`config.mk`:
```
export PLATFORM = sky130hd
export DESIGN_NAME = two_wire_sync_serial_port
export DESIGN_NICKNAME = d
export VERILOG_FILES = /design/src/rtl/pin_sync.v /design/src/rtl/two_wire_sync_serial_port.v
export VERILOG_INCLUDE_DIRS = /design/src /design/src/shared
export SDC_FILE = /design/constraint.sdc
export NUM_CORES = 1
export LEC_CHECK = 0
export ABC_AREA = 1
export BUFFER_PORTS_ARGS = -buffer_cell sky130_fd_sc_hd__buf_4
export CAP_MARGIN = 15
export CORE_UTILIZATION = 42
export CTS_CLUSTER_SIZE = 10
export DETAILED_ROUTE_END_ITERATION = 12
export PLACE_DENSITY_LB_ADDON = 0.1
export SKIP_CTS_REPAIR_TIMING = 1
export SYNTH_ARGS = -nofsm -noshare
export SYNTH_HDL_FRONTEND = slang
export SYNTH_SLANG_ARGS = --single-unit
```
`constraint.sdc`:
```
create_clock -name core_clk -period 3.6 [get_ports core_clk]
set_input_delay 0 -clock core_clk [delete_from_list [all_inputs] [get_ports core_clk]]
set_output_delay 0 -clock core_clk [all_outputs]
set_load 0.03 [all_outputs]
```
`src/shared/sync_serial_consts.vh`:
```
/*
 Named constants of the two-wire synchronous serial port: register
 offsets, control and status bit positions, reset values, clock rate
 half periods and transfer counts.
 Assumes an 8-bit register port and one internal bus clock.
*/
`ifndef SYNC_SERIAL_CONSTS_VH
`define SYNC_SERIAL_CONSTS_VH

// ----------------------------------------------------------------
// Register offsets
// ----------------------------------------------------------------
`define ADDR_CONTROL    8'h0A
`define ADDR_STATUS     8'h0B
`define ADDR_DATA       8'h0C

// ----------------------------------------------------------------
// Control register fields and reset value
// ----------------------------------------------------------------
`define CTL_IRQ_EN      7
`define CTL_ENABLE      6
`define CTL_LSB_FIRST   5
`define CTL_MASTER      4
`define CTL_IDLE_CLK    3
`define CTL_DATA_DRIVE  2
`define CTL_RATE_HI     1
`define CTL_RATE_LO     0
`define CONTROL_RESET   8'h08

// ----------------------------------------------------------------
// Status register fields and data register reset value
// ----------------------------------------------------------------
`define STS_DONE        7
`define STS_COLLISION   6
`define STS_PIN_SAMPLE  5
`define DATA_RESET      8'h00

// ----------------------------------------------------------------
// Rate select codes and half periods of the master serial clock in bus clocks
// ----------------------------------------------------------------
`define RATE_DIV16      2'h0
`define RATE_DIV8       2'h1
`define RATE_DIV4       2'h2
`define HALF_DIV16      4'h8
`define HALF_DIV8       4'h4
`define HALF_DIV4       4'h2
`define HALF_DIV2       4'h1

// ----------------------------------------------------------------
// Transfer counts
// ----------------------------------------------------------------
`define BITS_LAST       4'h7
`define BITS_ZERO       4'h0
`define BITS_STEP       4'h1
`define TOGGLES_LAST    5'h10
`define TOGGLES_ZERO    5'h00
`define TOGGLES_STEP    5'h01

`endif

```
`src/rtl/pin_sync.v`:
```
/*
 Input synchroniser for pins arriving from outside the clock domain.
 Each bit passes three stage flip-flops and an output flip-flop; a new level is accepted only once
 the second and third stages agree.
 Assumes pins change slower than two bus clocks.
*/
module pin_sync #(
    parameter WIDTH = 3
) (
    input  wire             core_clk,
    input  wire             sys_rst,
    input  wire [WIDTH-1:0] pin_in,
    output reg  [WIDTH-1:0] pin_level
);

    reg [WIDTH-1:0] stage_one;
    reg [WIDTH-1:0] stage_two;
    reg [WIDTH-1:0] stage_three;

    genvar i;
    generate
        for (i = 0; i < WIDTH; i = i + 1) begin : g_bit
            always @(posedge core_clk or posedge sys_rst) begin
                if (sys_rst) begin
                    stage_one[i]   <= 1'b0;
                    stage_two[i]   <= 1'b0;
                    stage_three[i] <= 1'b0;
                    pin_level[i]   <= 1'b0;
                end else begin
                    stage_one[i]   <= pin_in[i];
                    stage_two[i]   <= stage_one[i];
                    stage_three[i] <= stage_two[i];
                    // Filters a single-cycle glitch
                    if (stage_two[i] == stage_three[i]) begin
                        pin_level[i] <= stage_three[i];
                    end
                end
            end
        end
    endgenerate

endmodule // pin_sync

```
`src/rtl/two_wire_sync_serial_port.v`:
```
/*
 Two-wire synchronous serial port: one byte per transfer over a serial
 clock line and one shared data line, as master or slave, with control,
 status and data registers on a plain register port.
 Assumes the CPU strobes are single cycle on core_clk, the pins are
 resolved outside from the output enables, and stop and wait come from
 the clock controller as levels on core_clk.
*/
`include "sync_serial_consts.vh"

module two_wire_sync_serial_port (
    input  wire       core_clk,
    input  wire       sys_rst,
    input  wire [7:0] reg_addr,
    input  wire [7:0] reg_wdata,
    input  wire       reg_wr,
    input  wire       reg_rd,
    output reg  [7:0] reg_rdata,
    input  wire       sck_in,
    output reg        sck_out,
    output reg        sck_oe,
    input  wire       sdio_in,
    output reg        sdio_out,
    output reg        sdio_oe,
    input  wire       port_b_bit_three,
    input  wire [2:0] port_b_ddr,
    output reg  [2:0] port_b_dir,
    input  wire       stop_mode,
    input  wire       wait_mode,
    output reg        irq_req
);

    // ----------------------------------------------------------------
    // State
    // ----------------------------------------------------------------
    reg  [7:0] serial_control_reg;
    reg  [7:0] shift_data;
    reg        transfer_done_flag;
    reg        collision_flag;
    reg        pin_sample_bit;
    reg        clear_armed;
    reg        in_window;
    reg  [3:0] bit_count;
    reg        master_run;
    reg  [3:0] half_count;
    reg  [4:0] toggle_count;
    reg        master_sck;
    reg        sck_prev;
    reg        last_in_bit;
    reg        present_due;

    wire [2:0] pin_level;
    wire       sck_level;
    wire       sdio_level;
    wire       pb3_level;

    wire       done_irq_enable       = serial_control_reg[`CTL_IRQ_EN];
    wire       block_enable          = serial_control_reg[`CTL_ENABLE];
    wire       lsb_first             = serial_control_reg[`CTL_LSB_FIRST];
    wire       master_select         = serial_control_reg[`CTL_MASTER];
    wire       idle_clock_level      = serial_control_reg[`CTL_IDLE_CLK];
    wire       data_pin_drive_enable = serial_control_reg[`CTL_DATA_DRIVE];
    wire [1:0] clock_rate_select     = {serial_control_reg[`CTL_RATE_HI],
                                        serial_control_reg[`CTL_RATE_LO]};

    // ----------------------------------------------------------------
    // Pin synchronisers
    // ----------------------------------------------------------------
    pin_sync #(
        .WIDTH (3)
    ) pin_sync_i (
        .core_clk  (core_clk),
        .sys_rst   (sys_rst),
        .pin_in    ({port_b_bit_three, sdio_in, sck_in}),
        .pin_level (pin_level)
    );

    assign sck_level  = pin_level[0];
    assign sdio_level = pin_level[1];
    assign pb3_level  = pin_level[2];

    // ----------------------------------------------------------------
    // Register access decode
    // ----------------------------------------------------------------
    wire wr_control  = reg_wr & (reg_addr == `ADDR_CONTROL);
    wire rd_status   = reg_rd & (reg_addr == `ADDR_STATUS);
    wire data_access = (reg_wr | reg_rd) & (reg_addr == `ADDR_DATA);
    wire wr_data     = reg_wr & (reg_addr == `ADDR_DATA);

    // ----------------------------------------------------------------
    // Serial clock edges
    // ----------------------------------------------------------------
    // Slave clock from pin
    wire sck_now   = master_select ? master_sck : sck_level;
    wire sck_rise  = block_enable & ~sck_prev & sck_now;
    wire sck_fall  = block_enable & sck_prev & ~sck_now;
    wire done_evt  = sck_rise & (bit_count == `BITS_LAST);
    // Trailing fall of a low-idle byte opens no window
    wire first_fal = sck_fall & ~in_window &
                     ((bit_count != `BITS_ZERO) | idle_clock_level);
    wire busy      = master_run | in_window | (bit_count != `BITS_ZERO);

    reg [3:0] half_period;
    always @* begin
        case (clock_rate_select)
            `RATE_DIV16: half_period = `HALF_DIV16;
            `RATE_DIV8:  half_period = `HALF_DIV8;
            `RATE_DIV4:  half_period = `HALF_DIV4;
            default:     half_period = `HALF_DIV2;
        endcase
    end

    wire master_start = wr_data & ~busy & block_enable & master_select &
                        ~transfer_done_flag & ~sck_rise;

    always @(posedge core_clk or posedge sys_rst) begin
        if (sys_rst) begin
            sck_prev <= 1'b0;
        end else begin
            sck_prev <= sck_now;
        end
    end

    // ----------------------------------------------------------------
    // Master clock generator
    // ----------------------------------------------------------------
    always @(posedge core_clk or posedge sys_rst) begin
        if (sys_rst) begin
            master_run   <= 1'b0;
            half_count   <= `HALF_DIV2;
            toggle_count <= `TOGGLES_ZERO;
            master_sck   <= 1'b1;
        end else if (~block_enable | ~master_select) begin
            master_run   <= 1'b0;
            toggle_count <= `TOGGLES_ZERO;
            master_sck   <= idle_clock_level;
        end else if (master_start) begin
            master_run   <= 1'b1;
            half_count   <= half_period;
            toggle_count <= `TOGGLES_ZERO;
        end else if (master_run & ~stop_mode) begin
            if (half_count == `HALF_DIV2) begin
                half_count   <= half_period;
                master_sck   <= ~master_sck;
                toggle_count <= toggle_count + `TOGGLES_STEP;
                if (toggle_count == `TOGGLES_LAST - `TOGGLES_STEP) begin
                    master_run <= 1'b0;
                end
            end else begin
                half_count <= half_count - `HALF_DIV2;
            end
        end else if (~master_run) begin
            master_sck <= idle_clock_level;
        end
    end

    // ----------------------------------------------------------------
    // Shifter and bit counter
    // ----------------------------------------------------------------
    always @(posedge core_clk or posedge sys_rst) begin
        if (sys_rst) begin
            shift_data  <= `DATA_RESET;
            bit_count   <= `BITS_ZERO;
            in_window   <= 1'b0;
            last_in_bit <= 1'b0;
            present_due <= 1'b0;
        end else if (~block_enable) begin
            bit_count <= `BITS_ZERO;
            in_window <= 1'b0;
            present_due <= wr_data;
            if (wr_data) begin
                shift_data <= reg_wdata;
            end
        end else begin
            present_due <= 1'b0;
            if (sck_rise) begin
                last_in_bit <= sdio_level;
                if (done_evt) begin
                    bit_count <= `BITS_ZERO;
                    in_window <= 1'b0;
                    // Last bit goes straight in, no trailing fall needed
                    if (lsb_first) begin
                        shift_data <= {sdio_level, shift_data[7:1]};
                    end else begin
                        shift_data <= {shift_data[6:0], sdio_level};
                    end
                end else begin
                    bit_count <= bit_count + `BITS_STEP;
                end
            end else if (sck_fall) begin
                if (first_fal) begin
                    in_window <= 1'b1;
                end
                // Every fall refreshes the pin, the idle-high first bit too
                present_due <= 1'b1;
                if (bit_count != `BITS_ZERO) begin
                    if (lsb_first) begin
                        shift_data <= {last_in_bit, shift_data[7:1]};
                    end else begin
                        shift_data <= {shift_data[6:0], last_in_bit};
                    end
                end
            end else if (wr_data & ~busy) begin
                shift_data  <= reg_wdata;
                present_due <= 1'b1;
            end
        end
    end

    // ----------------------------------------------------------------
    // Status flags
    // ----------------------------------------------------------------
    // Second step of clearing
    wire flag_clear = data_access & clear_armed;

    always @(posedge core_clk or posedge sys_rst) begin
        if (sys_rst) begin
            transfer_done_flag <= 1'b0;
            collision_flag     <= 1'b0;
            pin_sample_bit     <= 1'b0;
            clear_armed        <= 1'b0;
        end else begin
            transfer_done_flag <= done_evt | (transfer_done_flag & ~flag_clear);
            collision_flag <= (data_access & (in_window | first_fal)) |
                              (collision_flag & ~flag_clear);
            if (done_evt) begin
                pin_sample_bit <= pb3_level;
            end
            // Arm on status read with flag set
            if (rd_status) begin
                clear_armed <= transfer_done_flag;
            end else if (data_access) begin
                clear_armed <= 1'b0;
            end
        end
    end

    // ----------------------------------------------------------------
    // Control register and read port
    // ----------------------------------------------------------------
    always @(posedge core_clk or posedge sys_rst) begin
        if (sys_rst) begin
            serial_control_reg <= `CONTROL_RESET;
            reg_rdata          <= `DATA_RESET;
        end else begin
            if (wr_control) begin
                serial_control_reg <= reg_wdata;
            end
            if (reg_rd) begin
                case (reg_addr)
                    `ADDR_CONTROL: reg_rdata <= serial_control_reg;
                    `ADDR_STATUS:  reg_rdata <= {transfer_done_flag, collision_flag,
                                                 pin_sample_bit, 5'h00};
                    `ADDR_DATA:    reg_rdata <= shift_data;
                    default:       reg_rdata <= `DATA_RESET;
                endcase
            end else begin
                reg_rdata <= `DATA_RESET;
            end
        end
    end

    // ----------------------------------------------------------------
    // Pins, direction override and interrupt request
    // ----------------------------------------------------------------
    always @(posedge core_clk or posedge sys_rst) begin
        if (sys_rst) begin
            sck_out    <= 1'b1;
            sck_oe     <= 1'b0;
            sdio_out   <= 1'b0;
            sdio_oe    <= 1'b0;
            port_b_dir <= 3'h0;
            irq_req    <= 1'b0;
        end else begin
            sck_out  <= master_sck;
            // Pin latch holds over the last rise; it moves on falls and after a data write while idle or disabled
            if (present_due) begin
                sdio_out <= lsb_first ? shift_data[0] : shift_data[7];
            end
            sck_oe   <= block_enable & master_select;
            sdio_oe  <= block_enable & data_pin_drive_enable;
            if (block_enable) begin
                port_b_dir <= {master_select, data_pin_drive_enable, 1'b0};
            end else begin
                port_b_dir <= port_b_ddr;
            end
            irq_req <= done_irq_enable & transfer_done_flag &
                       (~stop_mode | wait_mode);
        end
    end

endmodule // two_wire_sync_serial_port

```
==> results of run 1 <==
## worst max-delay path by stage
stage	end	depth (start not counted)
after floorplan	bit_count[0]	1
after global placement	shift_data[7]	9
after detailed placement	pin_sample_bit	5
after CTS	pin_sample_bit	5
after global routing	master_sck	8
final	shift_data[3]	9
## power by group through the flow
stage	clock network [uW]	registers [uW]	logic, uW
2_1_floorplan	0	886	134
3_3_place_gp	0	891	216
3_5_place_dp	0	890	217
4_1_cts	708	875	219
5_1_grt	743	885	265
6_report	691	876	233
## area by class of cell
cell class	count	share of cell area, %
Sequential cell	67	40.37
Clock inverter	6	2.163
Tap cell	102	3.064
Multi-Input combinational cell	266	33.79
Inverter	52	4.806
Timing Repair Buffer	63	12.74
Clock buffer	10	3.064
## cell families (layout without fill, tap and decap cells)
family | Yosys count | in the layout
buffers and inverters | 56 | 131
xor gates and xnor gates | 5 | 5
and+or+nand+nor | 196 | 196
AOI/OAI and AO/OA | 55 | 55
muxes | 1 | 1
adders and majority gates | 9 | 9
DFF | 67 | 67
## through the flow
step           worst slack, ns  power, uW  hold slack [ns]  cell area (sq um)  util (%)
2_1_floorplan            1.923       1020          0.03143               3317         -
3_3_place_gp             1.789       1107           0.1101               3747     48.75
3_5_place_dp             1.755       1107           0.1105               3747     48.75
4_1_cts                  1.748       1803          -0.2544               3965     51.58
5_1_grt                  1.571       1893         0.004496               4165     54.18
6_report                 1.734       1800        -0.001384               4165     54.18
## critical path: stages (launching register included)
cell and delay, ns:
dfrtp_1 0.63, inv_1 0.25, nor2_4 0.21, nand2_8 0.10
inv_4 0.12, nor2_4 0.05, nand3_4 0.15, nand2_4 0.11
nand2_1 0.08, nand2_1 0.04
## cell usage after synthesis, types with 2 or more instances
master	count	area, sq um
nand2_1	115	431.7
dfrtp_1	63	1577
inv_1	45	168.9
nand3_1	28	140.1
nor2_1	26	97.59
o21ai_0	21	105.1
o21ai_1	13	65.06
a21oi_1	11	55.05
ha_1	6	75.07
nand2_2	6	37.54
inv_2	5	18.77
dfstp_2	4	105.1
maj3_1	3	30.03
nand2_4	3	33.78
nand3_2	3	30.03
nor2_2	3	18.77
nor2_4	3	33.78
xor2_1	3	26.28
inv_4	2	12.51
nand2_8	2	40.04
nor3_1	2	10.01
o21a_1	2	15.01
xnor2_1	2	17.52
## metal layers
layer / vias to the layer above / share of wire, % / track usage, % / wire (microns)
met2: 61 / 46 / 31.38 / 3485
met5: - / 0 / 0 / 0
li1: 1371 / - / - / -
met1: 1228 / 48 / 27.25 / 3625
met4: 0 / 0.97 / 6.217 / 73
met3: 8 / 4.7 / 5.303 / 356
==> metrics.md, run 1 <==
| Metric | Value |
|---|---|
| Clock Path Buffers | `2` |
| Failing checks | `negative hold slack` |
| Most frequent cells in the layout | `nand2_1, dfrtp_1, inv_1, buf_4, nand3_1` |
| Root Buffer | `clkbuf_8` |
| CTS tree | `built` |
| Combinational share of power | `12.9%` |
| DRT antenna net count | `0` |
| Die W | `90.87 microns` |
| Post-Synth Adder-Cell Area | `3.169%` |
| Crit path kind | `reg2reg` |
| Final WL | `7540 microns` |
| Fmax | `535.8 MHz` |
| Number of cells on the worst hold path | `4` |
| Antenna Cells | `0` |
| Total clock sinks | `67` |
| Layout area overhead | `25.58%` |
| Drt initial violations | `129` |
| First-pass GRT wire length | `12800 microns` |
| Post-Syn Nets | `423` |
| Ys Warns | `0` |
| Post-synthesis simple-gate area fraction | `28.03%` |
| Xor/xnor share of the synthesized area | `1.320%` |
| Hold path startpoint | `reg_addr[0]` |
| Initial Util | `43.15%` |
| Startpoint types | `flop` |
| WP data required | `3.84 ns` |
| Register Area | `0.001682 sq mm` |
| Unrepaired setup endpoints after global routing | `false` |
| Minimum clock period | `1.866 ns` |
| Commonest non-fill, non-tap cell in the layout | `nand2_1` |
| Post-synth EDFFs | `0` |
| Rows | `32` |
| Power Dens Cells | `432.2 mW/mm^2` |
| Hpwl dp | `5387 microns` |
| #FFs+latches synth | `67` |
| Core Box Area | `0.007687 sq mm` |
| Clock Skews | `0.005505 ns` |
| Crit end category | `flop` |
| Clock share of power | `38.4%` |
| Seq/Total Area, Yosys | `50.70%` |
| Worst Hold End | `reg_rdata[2]` |
| Worst min-delay path category | `in2reg` |
| Ys async rst share | `100.0%` |
| Finished Layout Cells | `566` |
| I/O pin count | `44` |
| Final worst-path cycle share | `51.84%` |
| Die Area | `0.008256 sq mm` |
| Reg-to-reg endpoint | `shift_data[3]` |
| Switching Power | `490.6 uW` |
| Cts bufs inserted | `9` |
| Slew Viols, Final | `0` |
| Compound-gate portion of the synthesized area | `9.468%` |
| Final net count | `493` |
| Reg2reg setup slack | `1.73 ns` |
| Via density | `4.714` |
| Worst relative slew slack | `69.12%` |
| Setup-failing EPs final | `0` |
| Pleak | `0.002016 uW` |
| Drt drc | `0` |
| Multiplexer share of the synthesized area | `0.4527%` |
| Via count | `2668` |
| Worst skew pair latency | `0.34 ns` |
| Critical Path Start | `serial_control_reg[6]` |
| Placed insts | `531` |
| Max VDD drop | `0.0003193 V` |
| Final GP Congestion | `0.8210` |
| Reg2reg path depth | `9` |
| Switching Share | `27.25%` |
| Total congestion overflow | `0` |
| Cells after Synth | `389` |
| Final Hold Vio Count | `1` |
| Internal Power | `1310 uW` |
| Vias in the first global route | `2676` |
| Hold WS | `-0.001384 ns` |
| Worst-path fanout max | `11` |
| DR pass1 iterations | `4` |
| Main combinational cell family by area after synthesis | `simple AND/OR/NAND/NOR gates` |
| Syn avg cell area | `8.527 sq um` |
| Wire per inst | `13.32 microns` |
| Port bufs | `43` |
| Syn Std Cell Area | `0.003317 sq mm` |
| Slew @ Worst Pin | `0.4631 ns` |
| TNS Setup | `0 ns` |
| Status | `finished with violations` |
| WP data arrival | `2.10 ns` |
| Initial antenna violation count | `0` |
| H-tree level count | `3` |
| R2R Path Start | `serial_control_reg[6]` |
| Worst-path clk slew | `0.07 ns` |
| Post-synth top flop | `dfrtp_1` |
| GRT Util Overall | `20.07%` |
| Seq pwr share | `48.7%` |
| Filler cell count | `721` |
| Share of layout cells above drive strength 1 | `21.12%` |
| Area of the multi-input gates | `0.001408 sq mm` |
| Post-synthesis cell type count | `41` |
| Maximum number of pins on one net before global-route repair | `53` |
| Max-cap violations | `0` |
| Die H | `90.87 microns` |
(Power assumes the default switching activity.)
==> run 2, diff against run 1 <==
==> constraint.sdc (replaced) <==
create_clock -name core_clk -period 1.6 [get_ports core_clk]
set_input_delay 0 -clock core_clk [delete_from_list [all_inputs] [get_ports core_clk]]
set_output_delay 0 -clock core_clk [all_outputs]
set_load 0.03 [all_outputs]
==> run 2 against run 1 <==
Effect of this change:
- the flow now finishes without violations
- wire length up 2.5%
- utilization grew 2.0 points
- flip-flop and latch count stayed put
- combinational power increased by 140%
- non-clock buffer count rose by 13
- first-iteration DRC count decreased by 7.8%
- fmax grew 21%
- register-to-register slack worse by 1.7 ns
- design area grew 3.8%
- die area stayed put
- largest cell class unchanged
- critical path depth shrank 1
==> metrics.md, run 2 (synthesis results as in run 1) <==
| Metric | Value |
|---|---|
| Status | `completed` |
| Root Buffer | `clkbuf_8` |
| Finished Layout Cells | `579` |
| Final net count | `506` |
| Minimum clock period | `1.543 ns` |
| I/O pin count | `44` |
| First-pass GRT wire length | `12700 microns` |
| Register Area | `0.001683 sq mm` |
| Rows | `32` |
| Total clock sinks | `67` |
| Layout area overhead | `30.29%` |
| Slew @ Worst Pin | `0.3686 ns` |
| Final WL | `7730 microns` |
| CP Capture Point | `toggle_count[4]` |
| Reg2reg path depth | `8` |
| Share of layout cells above drive strength 1 | `25.58%` |
| Drt initial violations | `119` |
| Wire per inst | `13.35 microns` |
| R2R Path Start | `half_count[0]` |
| Setup-failing EPs final | `0` |
| Hpwl dp | `5578 microns` |
| Worst-path fanout max | `5` |
| Power Dens Cells | `917.2 mW/mm^2` |
| Drt drc | `0` |
| Pleak | `0.002072 uW` |
| Slew Viols, Final | `0` |
| CTS tree | `built` |
| Fmax | `648.2 MHz` |
| Die Area | `0.008256 sq mm` |
| Design area | `0.004322 sq mm` |
| Most frequent cells in the layout | `nand2_1, dfrtp_1, buf_4` |
| Cts bufs inserted | `9` |
| Crit-path cells | `ha_1 > nand2_1 > inv_2 > nand2_2 > nor2_4 > inv_2 > or2_0 > a21oi_1` |
| Clock Path Buffers | `2` |
| Vias in the first global route | `2647` |
| Reg2reg setup slack | `0.06 ns` |
| WP data required | `1.88 ns` |
| Max VDD drop | `0.0005982 V` |
| Initial antenna violation count | `0` |
| Critical Path Start | `half_count[0]` |
| H-tree level count | `3` |
| CP max stage delay | `0.56 ns` |
| Via count | `2738` |
| Startpoint types | `flop` |
| DRT antenna net count | `0` |
| Worst skew pair latency | `0.35 ns` |
| Clock Skews | `0.008031 ns` |
| Final Hold Vio Count | `0` |
| Placed insts | `541` |
| Antenna Cells | `0` |
| Worst relative slew slack | `75.17%` |
| Final GP Congestion | `0.8485` |
| Die W | `90.87 microns` |
| Final worst-path cycle share | `96.42%` |
| Port bufs | `43` |
| Reg-to-reg endpoint | `toggle_count[4]` |
| Worst min-delay path category | `in2reg` |
| Crit path kind | `reg2reg` |
| GRT Util Overall | `20.20%` |
| Worst-path clk slew | `0.07 ns` |
| Die H | `90.87 microns` |
| Cell mode on critical path | `inv_2` |
| Max-cap violations | `0` |
| Maximum number of pins on one net before global-route repair | `68` |
| Area of the multi-input gates | `0.001474 sq mm` |
| Total congestion overflow | `0` |
| DR pass1 iterations | `4` |
| Filler cell count | `730` |
| WP data arrival | `1.82 ns` |
| Core Box Area | `0.007687 sq mm` |
| Via density | `4.729` |
| Commonest non-fill, non-tap cell in the layout | `nand2_1` |
| Cell area after placement | `0.003839 sq mm` |
| Worst path slowest cell | `dfstp_2` |
| Crit end category | `flop` |
| Initial Util | `43.15%` |
| Unrepaired setup endpoints after global routing | `true` |
## run 2: cell types whose count changed in the layout (fill, tap and decap cells not counted), moves of 3 or more
cell and change:
buf_4 +13, inv_1 -3, nand2_1 -4, nand2_2 +3
## run 2: worst min path at each step
stage / end / depth (start not counted) / slack [ns] / start
global route: irq_req / 3 / 0.03 / stop_mode
floorplan: pin_sync_i.stage_one[0] / 0 / 0.03 / sck_in
detailed placement: pin_sync_i.stage_one[1] / 1 / 0.11 / sdio_in
CTS: shift_data[4] / 3 / -0.26 / sys_rst
finish: irq_req / 3 / 0.02 / stop_mode
global placement: pin_sync_i.stage_one[1] / 1 / 0.11 / sdio_in
## run 2: worst max-delay path: cells and delay by family (launching register included)
kind,cells,cell delay (ns)
fa+ha+maj,1,0.14
buf+inv,2,0.14
compound gates,1,0.12
flops,1,0.56
simple gates,4,0.52
## run 2: layout make-up
type,count,share of cell area [%]
clock buffers,12,3.590
clock inverters,4,1.158
inverters,52,4.719
multi-input cells,266,34.11
flip-flops and latches,67,38.94
well taps,102,2.953
repair buffers,76,14.53
## run 2: metrics by stage
step	total power [uW]	util (%)	worst slack [ns]	TNS, ns	hold slack [ns]
after floorplan	2295	-	0.1060	0	0.03143
after global placement	2498	49.93	-0.003258	-0.003258	0.1093
after detailed placement	2511	49.93	-0.009913	-0.009913	0.1103
after CTS	3973	52.60	-0.04197	-0.04197	-0.2633
after global routing	4173	56.22	-0.07277	-0.07589	0.02628
final	3964	56.22	0.05728	0	0.02297
## run 2: power by group
part,internal (uW),leakage (uW),switching [uW]
clock,802,0.0000986,649
sequential,1840,0.000859,126
combinational,235,0.00112,314
## run 2: routing by layer
metal	track usage [%]	routed length [microns]
met4	7.937	146
met1	27.99	3608
met5	0	0
met3	4.714	393
met2	30.68	3582
==> run 3, diff against run 2 <==
==> constraint.sdc (replaced) <==
create_clock -name core_clk -period 1.75 [get_ports core_clk]
set_input_delay 0 -clock core_clk [delete_from_list [all_inputs] [get_ports core_clk]]
set_output_delay 0 -clock core_clk [all_outputs]
set_load 0.03 [all_outputs]
==> run 3 against run 2 <==
Effect of this change:
- total power increased by 0.83%
- global-route usage decreased by 1.0 points
- flip-flop and latch count unchanged
- combinational power fell by 9.5%
- critical endpoint unchanged
- largest cell class unchanged
==> metrics.md, run 3 (synthesis results as in run 1) <==
| Metric | Value |
|---|---|
| Status | `completed` |
| Final net count | `498` |
| Rows | `32` |
| Die W | `90.87 microns` |
| TNS Setup | `0 ns` |
| Finished Layout Cells | `571` |
| Worst min-delay path category | `in2reg` |
| Cts bufs inserted | `9` |
| I/O pin count | `44` |
| Layout area overhead | `28.67%` |
| Initial antenna violation count | `0` |
| WP data required | `2.02 ns` |
| Most frequent cells in the layout | `nand2_1, dfrtp_1, buf_4` |
| Worst path slowest cell | `dfstp_2` |
| Clock Path Buffers | `2` |
| Initial Util | `43.15%` |
| Minimum clock period | `1.621 ns` |
| Crit path kind | `reg2reg` |
| Final WL | `7378 microns` |
| Core Box Area | `0.007687 sq mm` |
| Switching Power | `1011 uW` |
| Clock Skews | `0.01078 ns` |
| Buffer and inverter count on the worst path | `2` |
| Pre-CTS WS | `0.05545 ns` |
| Worst relative slew slack | `72.96%` |
| Crit end category | `flop` |
| Placed insts | `537` |
| Worst-path fanout max | `5` |
| Slew @ Worst Pin | `0.4014 ns` |
| Combinational share of power | `12.4%` |
| Drt initial violations | `116` |
| Commonest non-fill, non-tap cell in the layout | `nand2_1` |
| Port bufs | `43` |
| Fmax | `616.9 MHz` |
| Slew Viols, Final | `0` |
| Worst-path clk slew | `0.08 ns` |
| Maximum number of pins on one net before global-route repair | `68` |
| WP data arrival | `1.89 ns` |
| Setup-failing EPs final | `0` |
| Final GP Congestion | `0.8401` |
| DR pass1 iterations | `5` |
| Die H | `90.87 microns` |
| Final Hold Vio Count | `0` |
| Die Area | `0.008256 sq mm` |
| Drt drc | `0` |
| Share of layout cells above drive strength 1 | `22.39%` |
| Via count | `2697` |
| Startpoint types | `flop` |
| Unrepaired setup endpoints after global routing | `false` |
| Total power | `3997 uW` |
| Vias in the first global route | `2478` |
| Power Dens Cells | `936.5 mW/mm^2` |
| Clock share of power | `42.8%` |
| Switching Share | `25.29%` |
| Final worst-path cycle share | `92.62%` |
| Wire per inst | `12.92 microns` |
| Internal Power | `2986 uW` |
| CP max stage delay | `0.57 ns` |
| DRT antenna net count | `0` |
| Root Buffer | `clkbuf_8` |
| Max-cap violations | `0` |
| Antenna Cells | `0` |
| Via density | `4.723` |
| Total congestion overflow | `0` |
| Seq pwr share | `44.8%` |
| Crit path max-delay family | `flip-flops` |
| Total clock sinks | `67` |
| Pleak | `0.002067 uW` |
| Crit-path cells | `ha_1 > nand2_2 > inv_1 > nand2_1 > nor2_4 > inv_2 > or2_0 > a21oi_1` |
| First-pass GRT wire length | `12080 microns` |
| Hpwl dp | `5236 microns` |
| CTS tree | `built` |
| H-tree level count | `3` |
| Filler cell count | `737` |
| Max VDD drop | `0.0006311 V` |
| Post-route setup slack | `0.1291 ns` |
| Worst skew pair latency | `0.35 ns` |
| GRT Util Overall | `19.16%` |
run 3: changes by cell type in the layout (fill, tap and decap cells not counted), moves of 3 or more:
cell	delta
buf_4	-8
bufinv_16	+3
clkinvlp_4	-3
inv_1	+3
nand2_1	+3
run 3: power by group through the flow:
stage | registers [uW] | logic [uW] | clock network (uW)
5_1_grt | 1810 | 554 | 1820
2_1_floorplan | 1820 | 276 | 0
3_3_place_gp | 1820 | 462 | 0
4_1_cts | 1790 | 472 | 1750
3_5_place_dp | 1820 | 467 | 0
6_report | 1790 | 497 | 1710
run 3: tightest hold or removal path, delay by kind of cell:
kind,cells,cell delay (ns)
buf+inv,2,0.19
compound gates,1,0.14
run 3: cell type report:
class	instances	area, sq um	area share (%)
clock inverters	6	137.6	3.225
flip-flops and latches	67	1682	39.40
repair buffers	68	568.0	13.31
multi-input cells	266	1425	33.39
well taps	102	127.6	2.990
clock buffers	10	127.6	2.990
inverters	52	200.2	4.691
run 3: final timing paths:
path / start / end / slack (ns) / depth (start not counted)
worst max-delay path: half_count[0] / toggle_count[4] / 0.13 / 8
worst min-delay path: stop_mode / irq_req / 0.02 / 3
worst max register to register: half_count[0] / toggle_count[4] / 0.13 / 8
min in group asynchronous: sys_rst / pin_sync_i.stage_three[0] / 0.27 / 4
max in group asynchronous: sys_rst / half_count[0] / 1.14 / 4
worst min register to register: pin_sync_i.stage_one[1] / pin_sync_i.stage_two[1] / 0.35 / 0
run 3: through the flow:
step	utilization, %	hold slack [ns]	area (sq um)
finish	55.52	0.02030	4268
global route	55.52	0.003796	4268
floorplan	-	0.03143	3317
detailed placement	49.50	0.1107	3805
CTS	52.95	-0.2741	4070
global placement	49.50	0.1082	3805
run 3: routing by layer:
| metal | vias to the layer above | wire, microns | track usage [%] |
|---|---|---|---|
| met2 | 62 | 3330 | 28.72 |
| met5 | - | 0 | 0 |
| met3 | 10 | 337 | 4.461 |
| met4 | 0 | 102 | 8.598 |
| met1 | 1242 | 3607 | 26.42 |
| li1 | 1383 | - | - |
